## src/include/ibc_pkg.sv

```systemverilog
// package for the i2c clock and data register block
// assumes a single core clock domain and a plain register port
package ibc_pkg;
  localparam int unsigned CORE_CLK_HZ = 40_000_000;
  localparam logic [3:0] ADDR_SPEED = 4'h0;
  localparam logic [3:0] ADDR_BYTE = 4'h1;
  localparam logic [3:0] ADDR_CTRL = 4'h2;
  localparam logic [3:0] ADDR_STAT = 4'h3;
  localparam logic [3:0] ADDR_IRQ_STAT = 4'h4;
  localparam logic [3:0] ADDR_IRQ_EN = 4'h5;
  localparam logic [3:0] ADDR_IRQ_CLR = 4'h6;
  localparam logic [7:0] SPEED_RESET = 8'h00;
  localparam logic [7:0] BYTE_RESET = 8'h00;
  localparam int SPEED_MODE_BIT = 7;
  localparam int CTRL_ON_BIT = 0;
  localparam int CTRL_TX_BIT = 1;
  localparam int CTRL_ACK_BIT = 2;
  localparam int STAT_DONE_BIT = 0;
  localparam int STAT_BUSY_BIT = 1;
  localparam int STAT_NACK_BIT = 2;
  localparam int IRQ_DONE_BIT = 0;
  localparam int IRQ_NACK_BIT = 1;
  // half period base and step per divider count, in core cycles
  localparam logic [11:0] STD_HALF_BASE = 12'h00a;
  localparam logic [11:0] STD_HALF_STEP = 12'h004;
  localparam logic [11:0] FAST_HALF_BASE = 12'h004;
  localparam logic [11:0] FAST_HALF_STEP = 12'h001;
  localparam logic [3:0] BIT_LAST = 4'h8;

  typedef struct packed {
    logic [3:0] addr;
    logic [7:0] wdata;
    logic wr;
    logic rd;
  } ibc_bus_s;

  typedef struct packed {
    logic scl_o;
    logic scl_oe;
    logic sda_o;
    logic sda_oe;
  } ibc_pin_s;
endpackage : ibc_pkg

```

## src/design/ibc_scl_gen.sv

```systemverilog
// scl tick generator for the i2c byte engine
// assumes the engine asks for ticks only while a byte moves
`timescale 1ns/1ps
`default_nettype none
module ibc_scl_gen
  import ibc_pkg::*;
(
  // clock and reset
  input wire logic i_core_clk,
  input wire logic i_sys_rst,
  // control
  input wire logic i_run,
  input wire logic i_fast,
  input wire logic [6:0] i_divider,
  // tick out
  output logic o_tick
);
  logic [11:0] cnt_reg;
  logic [11:0] half_next;

  // per mode formulas
  always_comb begin
    if (i_fast) begin
      half_next = FAST_HALF_BASE + FAST_HALF_STEP * {5'h00, i_divider};
    end else begin
      half_next = STD_HALF_BASE + STD_HALF_STEP * {5'h00, i_divider};
    end
  end

  // divider sets rate
  always_ff @(posedge i_core_clk or posedge i_sys_rst) begin
    if (i_sys_rst) begin
      cnt_reg <= 12'h000;
    end else if (!i_run || cnt_reg >= half_next) begin
      cnt_reg <= 12'h000;
    end else begin
      cnt_reg <= cnt_reg + 12'h001;
    end
  end

  assign o_tick = i_run && (cnt_reg >= half_next);
endmodule : ibc_scl_gen
`default_nettype wire

```

## src/design/ibc_core.sv

```systemverilog
// i2c speed setting and byte buffer with a simple byte engine
// assumes start, stop and addressing are handled by a sibling block
`timescale 1ns/1ps
`default_nettype none
//////////////////////////////////////////////////////////////////////
// Summary of operation
// speed bit 7 software only, fast/standard
// speed bit kept when interface off
// bits 6:0 divider set scl rate
// divider kept when interface off
// byte buffer eight bits, both reset zero
// byte buffer write starts transmit
// first received byte lands automatically; the code starts even the first byte only on a byte buffer read
// further bytes only after buffer read
// status read then buffer access clears done
// scl held low while done set
// separate parameterised scl formulas per mode
module ibc_core
  import ibc_pkg::*;
(
  // clock and reset
  input wire logic i_core_clk,
  input wire logic i_sys_rst,
  // register port
  input wire logic [3:0] i_addr,
  input wire logic [7:0] i_wdata,
  input wire logic i_wr,
  input wire logic i_rd,
  output logic [7:0] o_rdata,
  // bus pins
  input wire logic i_scl,
  input wire logic i_sda,
  output logic o_scl,
  output logic o_scl_oe,
  output logic o_sda,
  output logic o_sda_oe,
  // interrupt
  output logic o_irq
);
  typedef enum logic [2:0] {ST_IDLE, ST_LOW, ST_HIGH, ST_ACK_LOW, ST_ACK_HIGH, ST_HOLD} ibc_st_e;

  ibc_bus_s bus;
  ibc_pin_s pin_reg;
  ibc_st_e st_reg;
  logic [7:0] speed_reg;
  logic [7:0] byte_reg;
  logic [7:0] shift_reg;
  logic [3:0] bit_reg;
  logic [2:0] ctrl_reg;
  logic done_reg;
  logic nack_reg;
  logic stat_seen_reg;
  logic rx_pending_reg;
  logic [1:0] irq_stat_reg;
  logic [1:0] irq_en_reg;
  logic [7:0] rdata_reg;
  logic tick;
  logic on;
  logic tx_mode;
  logic wr_byte;
  logic rd_byte;
  logic rd_stat;
  logic done_set;
  logic done_clr;
  logic nack_set;
  logic start_tx;
  logic start_rx;

  assign bus = '{addr: i_addr, wdata: i_wdata, wr: i_wr, rd: i_rd};
  assign on = ctrl_reg[CTRL_ON_BIT];
  assign tx_mode = ctrl_reg[CTRL_TX_BIT];
  assign wr_byte = bus.wr && bus.addr == ADDR_BYTE;
  assign rd_byte = bus.rd && bus.addr == ADDR_BYTE;
  assign rd_stat = bus.rd && bus.addr == ADDR_STAT;

  //////////////////////////////////////////////////////////////////////
  ibc_scl_gen u_scl_gen (
    .i_core_clk(i_core_clk),
    .i_sys_rst(i_sys_rst),
    .i_run(on && st_reg != ST_IDLE && st_reg != ST_HOLD),
    .i_fast(speed_reg[SPEED_MODE_BIT]),
    .i_divider(speed_reg[6:0]),
    .o_tick(tick)
  );

  //////////////////////////////////////////////////////////////////////
  // software owned speed
  // kept when off
  // divider not cleared
  always_ff @(posedge i_core_clk or posedge i_sys_rst) begin
    if (i_sys_rst) begin
      speed_reg <= SPEED_RESET;
    end else if (bus.wr && bus.addr == ADDR_SPEED) begin
      speed_reg <= bus.wdata;
    end
  end

  always_ff @(posedge i_core_clk or posedge i_sys_rst) begin
    if (i_sys_rst) begin
      ctrl_reg <= 3'h0;
    end else if (bus.wr && bus.addr == ADDR_CTRL) begin
      ctrl_reg <= bus.wdata[2:0];
    end
  end

  //////////////////////////////////////////////////////////////////////
  // byte buffer reset zero
  // received byte captured
  always_ff @(posedge i_core_clk or posedge i_sys_rst) begin
    if (i_sys_rst) begin
      byte_reg <= BYTE_RESET;
    end else if (wr_byte) begin
      byte_reg <= bus.wdata;
    end else if (!tx_mode && st_reg == ST_ACK_LOW && tick) begin
      byte_reg <= shift_reg;
    end
  end

  // status read arms clear
  always_ff @(posedge i_core_clk or posedge i_sys_rst) begin
    if (i_sys_rst) begin
      stat_seen_reg <= 1'b0;
    end else if (!on || done_clr) begin
      stat_seen_reg <= 1'b0;
    end else if (rd_stat && done_reg) begin
      stat_seen_reg <= 1'b1;
    end
  end

  assign done_set = on && st_reg == ST_ACK_HIGH && tick;
  assign done_clr = stat_seen_reg && (wr_byte || rd_byte);
  assign nack_set = done_set && tx_mode && i_sda;

  // done cleared by sequence, set wins
  always_ff @(posedge i_core_clk or posedge i_sys_rst) begin
    if (i_sys_rst) begin
      done_reg <= 1'b0;
    end else if (done_set) begin
      done_reg <= 1'b1;
    end else if (!on || done_clr) begin
      done_reg <= 1'b0;
    end
  end

  always_ff @(posedge i_core_clk or posedge i_sys_rst) begin
    if (i_sys_rst) begin
      nack_reg <= 1'b0;
    end else if (nack_set) begin
      nack_reg <= 1'b1;
    end else if (!on || done_clr) begin
      nack_reg <= 1'b0;
    end
  end

  // next byte waits for read
  always_ff @(posedge i_core_clk or posedge i_sys_rst) begin
    if (i_sys_rst) begin
      rx_pending_reg <= 1'b0;
    end else if (!on || tx_mode) begin
      rx_pending_reg <= 1'b0;
    end else if (rd_byte) begin
      rx_pending_reg <= 1'b1;
    end else if (st_reg == ST_LOW) begin
      rx_pending_reg <= 1'b0;
    end
  end

  // write launches transmit
  assign start_tx = on && tx_mode && wr_byte;
  // first rx byte starts on a byte buffer read
  assign start_rx = on && !tx_mode && (rd_byte || rx_pending_reg);

  //////////////////////////////////////////////////////////////////////
  always_ff @(posedge i_core_clk or posedge i_sys_rst) begin
    if (i_sys_rst) begin
      st_reg <= ST_IDLE;
      bit_reg <= 4'h0;
      shift_reg <= 8'h00;
    end else if (!on) begin
      st_reg <= ST_IDLE;
      bit_reg <= 4'h0;
    end else begin
      unique case (st_reg)
        ST_IDLE, ST_HOLD: begin
          // hold until software services the buffer
          if (start_tx) begin
            st_reg <= ST_LOW;
            shift_reg <= bus.wdata;
            bit_reg <= 4'h0;
          end else if (start_rx && !done_reg) begin
            st_reg <= ST_LOW;
            bit_reg <= 4'h0;
          end
        end
        ST_LOW: begin
          if (tick) begin
            st_reg <= ST_HIGH;
          end
        end
        ST_HIGH: begin
          // slave stretching: wait for scl to really rise
          if (tick && i_scl) begin
            shift_reg <= {shift_reg[6:0], tx_mode ? 1'b1 : i_sda};
            bit_reg <= bit_reg + 4'h1;
            st_reg <= (bit_reg + 4'h1 == BIT_LAST) ? ST_ACK_LOW : ST_LOW;
          end
        end
        ST_ACK_LOW: begin
          if (tick) begin
            st_reg <= ST_ACK_HIGH;
          end
        end
        ST_ACK_HIGH: begin
          if (tick && i_scl) begin
            st_reg <= ST_HOLD;
          end
        end
        default: begin
          st_reg <= ST_IDLE;
        end
      endcase
    end
  end

  //////////////////////////////////////////////////////////////////////
  // scl low while done
  always_ff @(posedge i_core_clk or posedge i_sys_rst) begin
    if (i_sys_rst) begin
      pin_reg <= '{scl_o: 1'b0, scl_oe: 1'b0, sda_o: 1'b0, sda_oe: 1'b0};
    end else begin
      pin_reg.scl_o <= 1'b0;
      // hold scl low in the restart gap too, or a stray scl pulse slips out
      pin_reg.scl_oe <= on && (done_reg || st_reg == ST_LOW || st_reg == ST_ACK_LOW ||
                               st_reg == ST_HOLD);
      pin_reg.sda_o <= 1'b0;
      if (st_reg == ST_LOW || st_reg == ST_HIGH) begin
        pin_reg.sda_oe <= on && tx_mode && !shift_reg[7];
      end else if (st_reg == ST_ACK_LOW || st_reg == ST_ACK_HIGH) begin
        pin_reg.sda_oe <= on && !tx_mode && ctrl_reg[CTRL_ACK_BIT];
      end else begin
        pin_reg.sda_oe <= 1'b0;
      end
    end
  end

  assign o_scl = pin_reg.scl_o;
  assign o_scl_oe = pin_reg.scl_oe;
  assign o_sda = pin_reg.sda_o;
  assign o_sda_oe = pin_reg.sda_oe;

  //////////////////////////////////////////////////////////////////////
  // sticky events, set beats clear
  always_ff @(posedge i_core_clk or posedge i_sys_rst) begin
    if (i_sys_rst) begin
      irq_stat_reg <= 2'h0;
    end else begin
      for (int i = 0; i < 2; i++) begin
        if ((i == IRQ_DONE_BIT && done_set) || (i == IRQ_NACK_BIT && nack_set)) begin
          irq_stat_reg[i] <= 1'b1;
        end else if (bus.wr && bus.addr == ADDR_IRQ_CLR && bus.wdata[i]) begin
          irq_stat_reg[i] <= 1'b0;
        end
      end
    end
  end

  always_ff @(posedge i_core_clk or posedge i_sys_rst) begin
    if (i_sys_rst) begin
      irq_en_reg <= 2'h0;
    end else if (bus.wr && bus.addr == ADDR_IRQ_EN) begin
      irq_en_reg <= bus.wdata[1:0];
    end
  end

  assign o_irq = |(irq_stat_reg & irq_en_reg);

  //////////////////////////////////////////////////////////////////////
  // unmapped reads return zero
  always_ff @(posedge i_core_clk or posedge i_sys_rst) begin
    if (i_sys_rst) begin
      rdata_reg <= 8'h00;
    end else if (bus.rd) begin
      unique case (bus.addr)
        ADDR_SPEED: rdata_reg <= speed_reg;
        ADDR_BYTE: rdata_reg <= byte_reg;
        ADDR_CTRL: rdata_reg <= {5'h00, ctrl_reg};
        ADDR_STAT: rdata_reg <= {5'h00, nack_reg, st_reg != ST_IDLE && st_reg != ST_HOLD,
                                 done_reg};
        ADDR_IRQ_STAT: rdata_reg <= {6'h00, irq_stat_reg};
        ADDR_IRQ_EN: rdata_reg <= {6'h00, irq_en_reg};
        default: rdata_reg <= 8'h00;
      endcase
    end else begin
      rdata_reg <= 8'h00;
    end
  end

  assign o_rdata = rdata_reg;
endmodule : ibc_core
`default_nettype wire

```

## config.mk

```make
export PLATFORM = sky130hd
export DESIGN_NAME = ibc_core
export DESIGN_NICKNAME = d
export VERILOG_FILES = /design/src/include/ibc_pkg.sv /design/src/design/ibc_scl_gen.sv /design/src/design/ibc_core.sv
export SDC_FILE = /design/constraint.sdc
export NUM_CORES = 1
export LEC_CHECK = 0
export ABC_AREA = 1
export BUFFER_PORTS_ARGS = -buffer_cell sky130_fd_sc_hd__buf_2
export CAP_MARGIN = 20
export CORE_MARGIN = 2
export CORE_UTILIZATION = 32
export CTS_BUF_LIST = sky130_fd_sc_hd__clkbuf_8
export CTS_CLUSTER_SIZE = 24
export DETAILED_ROUTE_END_ITERATION = 16
export PLACE_DENSITY = 0.57
export SLEW_MARGIN = 30
export SYNTH_ARGS = -nofsm -noshare
export SYNTH_HDL_FRONTEND = slang
export SYNTH_SLANG_ARGS = --single-unit
```

## constraint.sdc

```tcl
create_clock -name i_core_clk -period 2.77 [get_ports i_core_clk]
set_clock_uncertainty 0.05 [all_clocks]
set_input_delay 0.4155 -clock i_core_clk [delete_from_list [all_inputs] [get_ports i_core_clk]]
set_output_delay 0.4155 -clock i_core_clk [all_outputs]
set_load 0.05 [all_outputs]
```

-- After elaboration in Yosys (flattened, before gate mapping)
Cells that the tools add are included.
- bits in registers: 64
- input port bits: 18
- output and inout port bits: 13
- add/sub/neg operators: 4
- magnitude comparators: 1
- equality and inequality tests: 21
- multiplexer cells: 38
- bitwise operators: 1
- reductions and logical operators: 61
- operators by type and width (kind ; number):
    $pmux W8 S6 ; 1
    $mux W8 ; 5
    $logic_and A1 B1 Y1 ; 30
    $mux W12 ; 2
    $mux W3 ; 7
    $mux W4 ; 4
    $pmux W8 S2 ; 1
    $mux W1 ; 15
    $ne A3 B3 Y1 const B ; 5
    $pmux W3 S5 ; 1
    $reduce_bool A2 Y1 ; 7
    $add A12 B1 Y12 const B ; 1
    $eq A4 B3 Y1 const B ; 3
    $ge A12 B12 Y1 ; 1
    $add A4 B9 Y10 const A ; 1
    $logic_or A1 B1 Y1 ; 10
    $add A3 B7 Y8 const A ; 1
    $eq A4 B2 Y1 const B ; 2
    $pmux W4 S2 ; 1
    $eq A3 B2 Y1 const B ; 2
    $eq A3 B3 Y1 const B ; 2
    $reduce_bool A3 Y1 ; 2
    $logic_not A1 Y1 ; 5
    $reduce_and A5 Y1 ; 1
    14 further kinds ; 16

-- Depth between registers and ports, before layout
- depth after elaboration: 9
- depth in mapped cells: 21

-- By module
Synthesis repeated with hierarchy kept, for this count alone.
- cells, all modules: 481
- area total of the unflattened synthesis: 3758.6 um^2
- by module, submodules not included (module ; times used ; cells an instance ; area each (um^2) ; seq. area each (um^2)):
    ibc_core ; 1 ; 335 ; 2683.8 ; 1301.2
    ibc_scl_gen ; 1 ; 146 ; 1074.8 ; 300.3

-- Least setup slack after synthesis
No wires, ideal clock.
- path kind: register -> register
- from: reg speed_reg[2]
- to: reg shift_reg[0]
- library setup time: 0.117 ns
- data arrival time: 2.246 ns
- slack: 0.357 ns
- cell stages (with the launch flop): 20
- buffers on the path: 0
- period minus slack after synthesis: 2.413 ns
- cells stage by stage: dfrtp_1 > ha_1 > nand3_1 > nor2_1 > nor2_1 > nand2_1 > o41ai_1 > inv_1 > ha_1 > nand2_1 > inv_1 > nand3_1 > nor2_1 > nand2_1 > nand2_1 > nand3_2 > o21ai_4 > nand2_4 > nand2_1 > nand2_1
- word-level cells in the longest chain between the ends: 7
- elaborated cells on any way between the ends: 8
- ends and longest elaborated chain (element ; line ; text):
    from (decl) ; ibc_core.sv:45 ; logic [7:0] speed_reg;
    from (signal assigned) ; ibc_core.sv:94 ; speed_reg <= bus.wdata;
    $add A4 B9 Y10 or $add A3 B7 Y8 (tied branches) ; ibc_scl_gen.sv:26, ibc_scl_gen.sv:24 ;
    $mux W12 (*) ; ibc_scl_gen.sv:23 ; if (i_fast) begin
    $ge A12 B12 Y1 (*) ; ibc_scl_gen.sv:41 ; assign o_tick = i_run && (cnt_reg >= half_next);
    $logic_and A1 B1 Y1 (*) ; ibc_scl_gen.sv:41 ;
    $logic_and A1 B1 Y1 (*) ; ibc_core.sv:202 ; if (tick && i_scl) begin
    $ne A2 B2 Y1 (no source line) (*) ; n/a ;
    $reduce_and A4 Y1 (no source line) (*) ; n/a ;
    to (signal assigned) ; ibc_core.sv:188 ; shift_reg <= bus.wdata;
    to (signal assigned) ; ibc_core.sv:203 ; shift_reg <= {shift_reg[6:0], tx_mode ? 1'b1 : i_sda};
    to (decl) ; ibc_core.sv:47 ; logic [7:0] shift_reg;
Mark *: on every way between the ends. The rest lies on a longest branch, timed or not.
A chain may end at the register's enable or synchronous reset.

-- Worst setup path after layout
- from: reg speed_reg[2]
- to: reg shift_reg[4]
Same word-level chain as after synthesis.

==> impl_metrics.json <==
{
  "cts.sinks": 64,
  "ir_drop_uv": 281,
  "synth_edf_count": 0,
  "grt_pass1_vias": 2958,
  "leakagePower_nw": 2.12,
  "power_mw": 3.18,
  "cts_tree": "done",
  "cp-end-kind": "flop",
  "drv_slew": 0,
  "worstPathArrival_ps": 2800,
  "final_util": 0.383,
  "cts_buffers": 9,
  "drt_first_pass_iters": 5,
  "critPathKind": "flop to flop",
  "drtIter0Drc": 188,
  "grt_max_degree": 65,
  "area_delta_synth_final_pct": 17.9,
  "cp_cell_sequence": "ha_2 -> nand3_2 -> nor2_2 -> nor2_1 -> nand2_1 -> o41ai_2 -> inv_1 -> ha_4 -> nand2_1 -> inv_2 -> nand3_2 -> nor2_2 -> nand2_2 -> nand2_2 -> nand3_4 -> o21ai_4 -> nand2_4 -> nand2_2 -> nand2_1",
  "io_buffers": 28,
  "post_drt_wl_per_cell_um": 13.4,
  "status": "finished clean",
  "largest_reg_flops": 12,
  "min_path_type": "primary input to asynchronous set/reset pin",
  "min_period_over_period": 0.945,
  "hold_buffers": 0,
  "drt.antenna.violating_nets": 0,
  "h-tree-depth": 3,
  "stdcell_count": 653,
  "critPathMaxStageDelay_ps": 410,
  "syn_area_mm2": 0.00366,
  "die_h_um": 111,
  "place_inst": 636,
  "timing.fmax_mhz": 382,
  "path_max_fanout": 8,
  "r2r_slack_ps": 150,
  "fill_cells": 1153,
  "num_io_pins": 31,
  "setup_viol": 0,
  "core_mm2": 0.0113,
  "hold_viol_final": 0,
  "reg2reg_depth": 19,
  "initial_core_util": 0.325,
  "grt_pass1_wl_um": 14600,
  "cpMaxStageDelayCell": "dfrtp_1",
  "drcViolationCount": 0,
  "clk_pin_slew_worst_paths_ps": 70,
  "dpl.hpwl_um": 6380,
  "globalplace.congestion": 0.863,
  "drive_gt1_frac": 0.175,
  "netlist_instances": 466,
  "synth_warnings": 0,
  "rsz0062_at_grt": "yes",
  "fin_nets": 540,
  "ys_seq_area_frac": 0.437,
  "startpoint_type": "flop",
  "num_vias": 3115,
  "antennaDiodeCount": 0,
  "worstPathRequired_ps": 2950,
  "root_buffer": "clkbuf_8",
  "yosys.cell_types.count": 35,
  "postLayoutCellArea_mm2": 0.00432,
  "worstSkewPairLatency_ps": 350,
  "grt.overflow.total": 0,
  "dieArea_mm2": 0.0123,
  "viasPerCell": 4.77,
  "placed_area_mm2": 0.00400,
  "r2r-end": "shift_reg[4]",
  "power_per_cell_area_mw_per_mm2": 736,
  "antenna_found_initial": 0,
  "layout_common_cells": "nand2_1 (109), dfrtp_1 (63), inv_1 (54), nor2_1 (38), o21ai_0 (37)",
  "track_usage": 0.146,
  "ys.flop_type": "dfrtp_1",
  "ys_seq_elements": 64,
  "syn_area_per_cell_um2": 7.86,
  "die_x_um": 111,
  "max_cap_viol_count": 0,
  "clockBufferDepth": 2,
  "period_needed_ps": 2620,
  "ys_async_sr_fraction": 1.00,
  "rows": 39,
  "totalWireLength_um": 8760,
  "r2r-start": "speed_reg[2]",
  "layout_commonest_cell": "nand2_1"
}
final cells by class:
cell class                      count  area [um2]  area share
Inverter                           61         229      0.0530
Multi-Input combinational cell    333        1850       0.429
Clock buffer                       10         138      0.0319
Sequential cell                    64        1600       0.371
Timing Repair Buffer               37         220      0.0510
Tap cell                          143         179      0.0414
Clock inverter                      5        97.6      0.0226
logic make-up after synthesis:
family                   synth area share
other                             0.00102
multiplexers                      0.00273
adder cells (fa/ha/maj)            0.0546
flip-flops                          0.437
AO/OA/AOI/OAI                       0.127
XOR/XNOR                           0.0263
buffers and inverters              0.0806
AND/OR/NAND/NOR                     0.271
worst max path at each step:
stage | to | cells after the start | from | slack (ps)
after floorplan | shift_reg[0] | 19 | speed_reg[2] | 360
after global placement | shift_reg[6] | 19 | speed_reg[2] | 160
after detailed placement | shift_reg[6] | 19 | speed_reg[2] | 90
after CTS | shift_reg[4] | 19 | speed_reg[2] | 70
after global routing | shift_reg[4] | 19 | speed_reg[2] | -70
final | shift_reg[4] | 19 | speed_reg[2] | 150
stage by stage:
step / setup TNS, ps / hold slack (ps) / worst slack (ps)
floorplan: 0 / 392 / 357
global placement: 0 / 408 / 162
detailed placement: 0 / 421 / 91.7
CTS: 0 / 99.3 / 68.9
global route: -452 / 111 / -70.0
finish: 0 / 68.6 / 151
routing by layer:
metal  part of all wire  GRT usage  up-vias
met3              0.046     0.0312       12
met2               0.43      0.214       68
li1                   -          -     1603
met5                  0          0        -
met4              0.015     0.0575        0
met1               0.51      0.211     1432
critical path: cells and delay by family (launching register included):
family / cells / cell delay [ps]
AND/OR/NAND/NOR: 13 / 1080
adder cells (fa/ha/maj): 2 / 500
flip-flops: 1 / 410
AO/OA/AOI/OAI: 2 / 290
buffers and inverters: 2 / 180
what timing repair did:
item,in CTS,in global routing
setup endpoints to repair,0,30
setup buffers,0,1
endpoints found under the hold margin,0,0
resized for setup,0,19
cells in the mapped netlist (3+ instances only):
library cell / n / share of area
ha_1: 16 / 0.055
clkbuf_1: 4 / 0.0041
inv_1: 54 / 0.055
nand2_1: 114 / 0.12
buf_4: 4 / 0.0082
nor2_1: 40 / 0.041
xnor2_1: 3 / 0.0072
a21oi_1: 23 / 0.031
xor2_1: 8 / 0.019
nor3b_1: 3 / 0.0061
inv_2: 6 / 0.0061
nand4_1: 5 / 0.0085
o21a_1: 8 / 0.016
nor3_1: 8 / 0.011
nand2_2: 3 / 0.0051
nand3_2: 5 / 0.014
o21ai_0: 38 / 0.052
nand3_1: 37 / 0.051
o22ai_1: 4 / 0.0068
nor2_4: 3 / 0.0092
dfrtp_1: 64 / 0.44
power by group:
| part | total [mW] | internal [mW] | switching [mW] |
|---|---|---|---|
| combinational | 0.939 | 0.327 | 0.612 |
| sequential | 1.26 | 1.11 | 0.153 |
| clock | 0.979 | 0.612 | 0.368 |
| total | 3.18 | 2.05 | 1.13 |
Note: power is estimated with default switching activity, not from simulation.
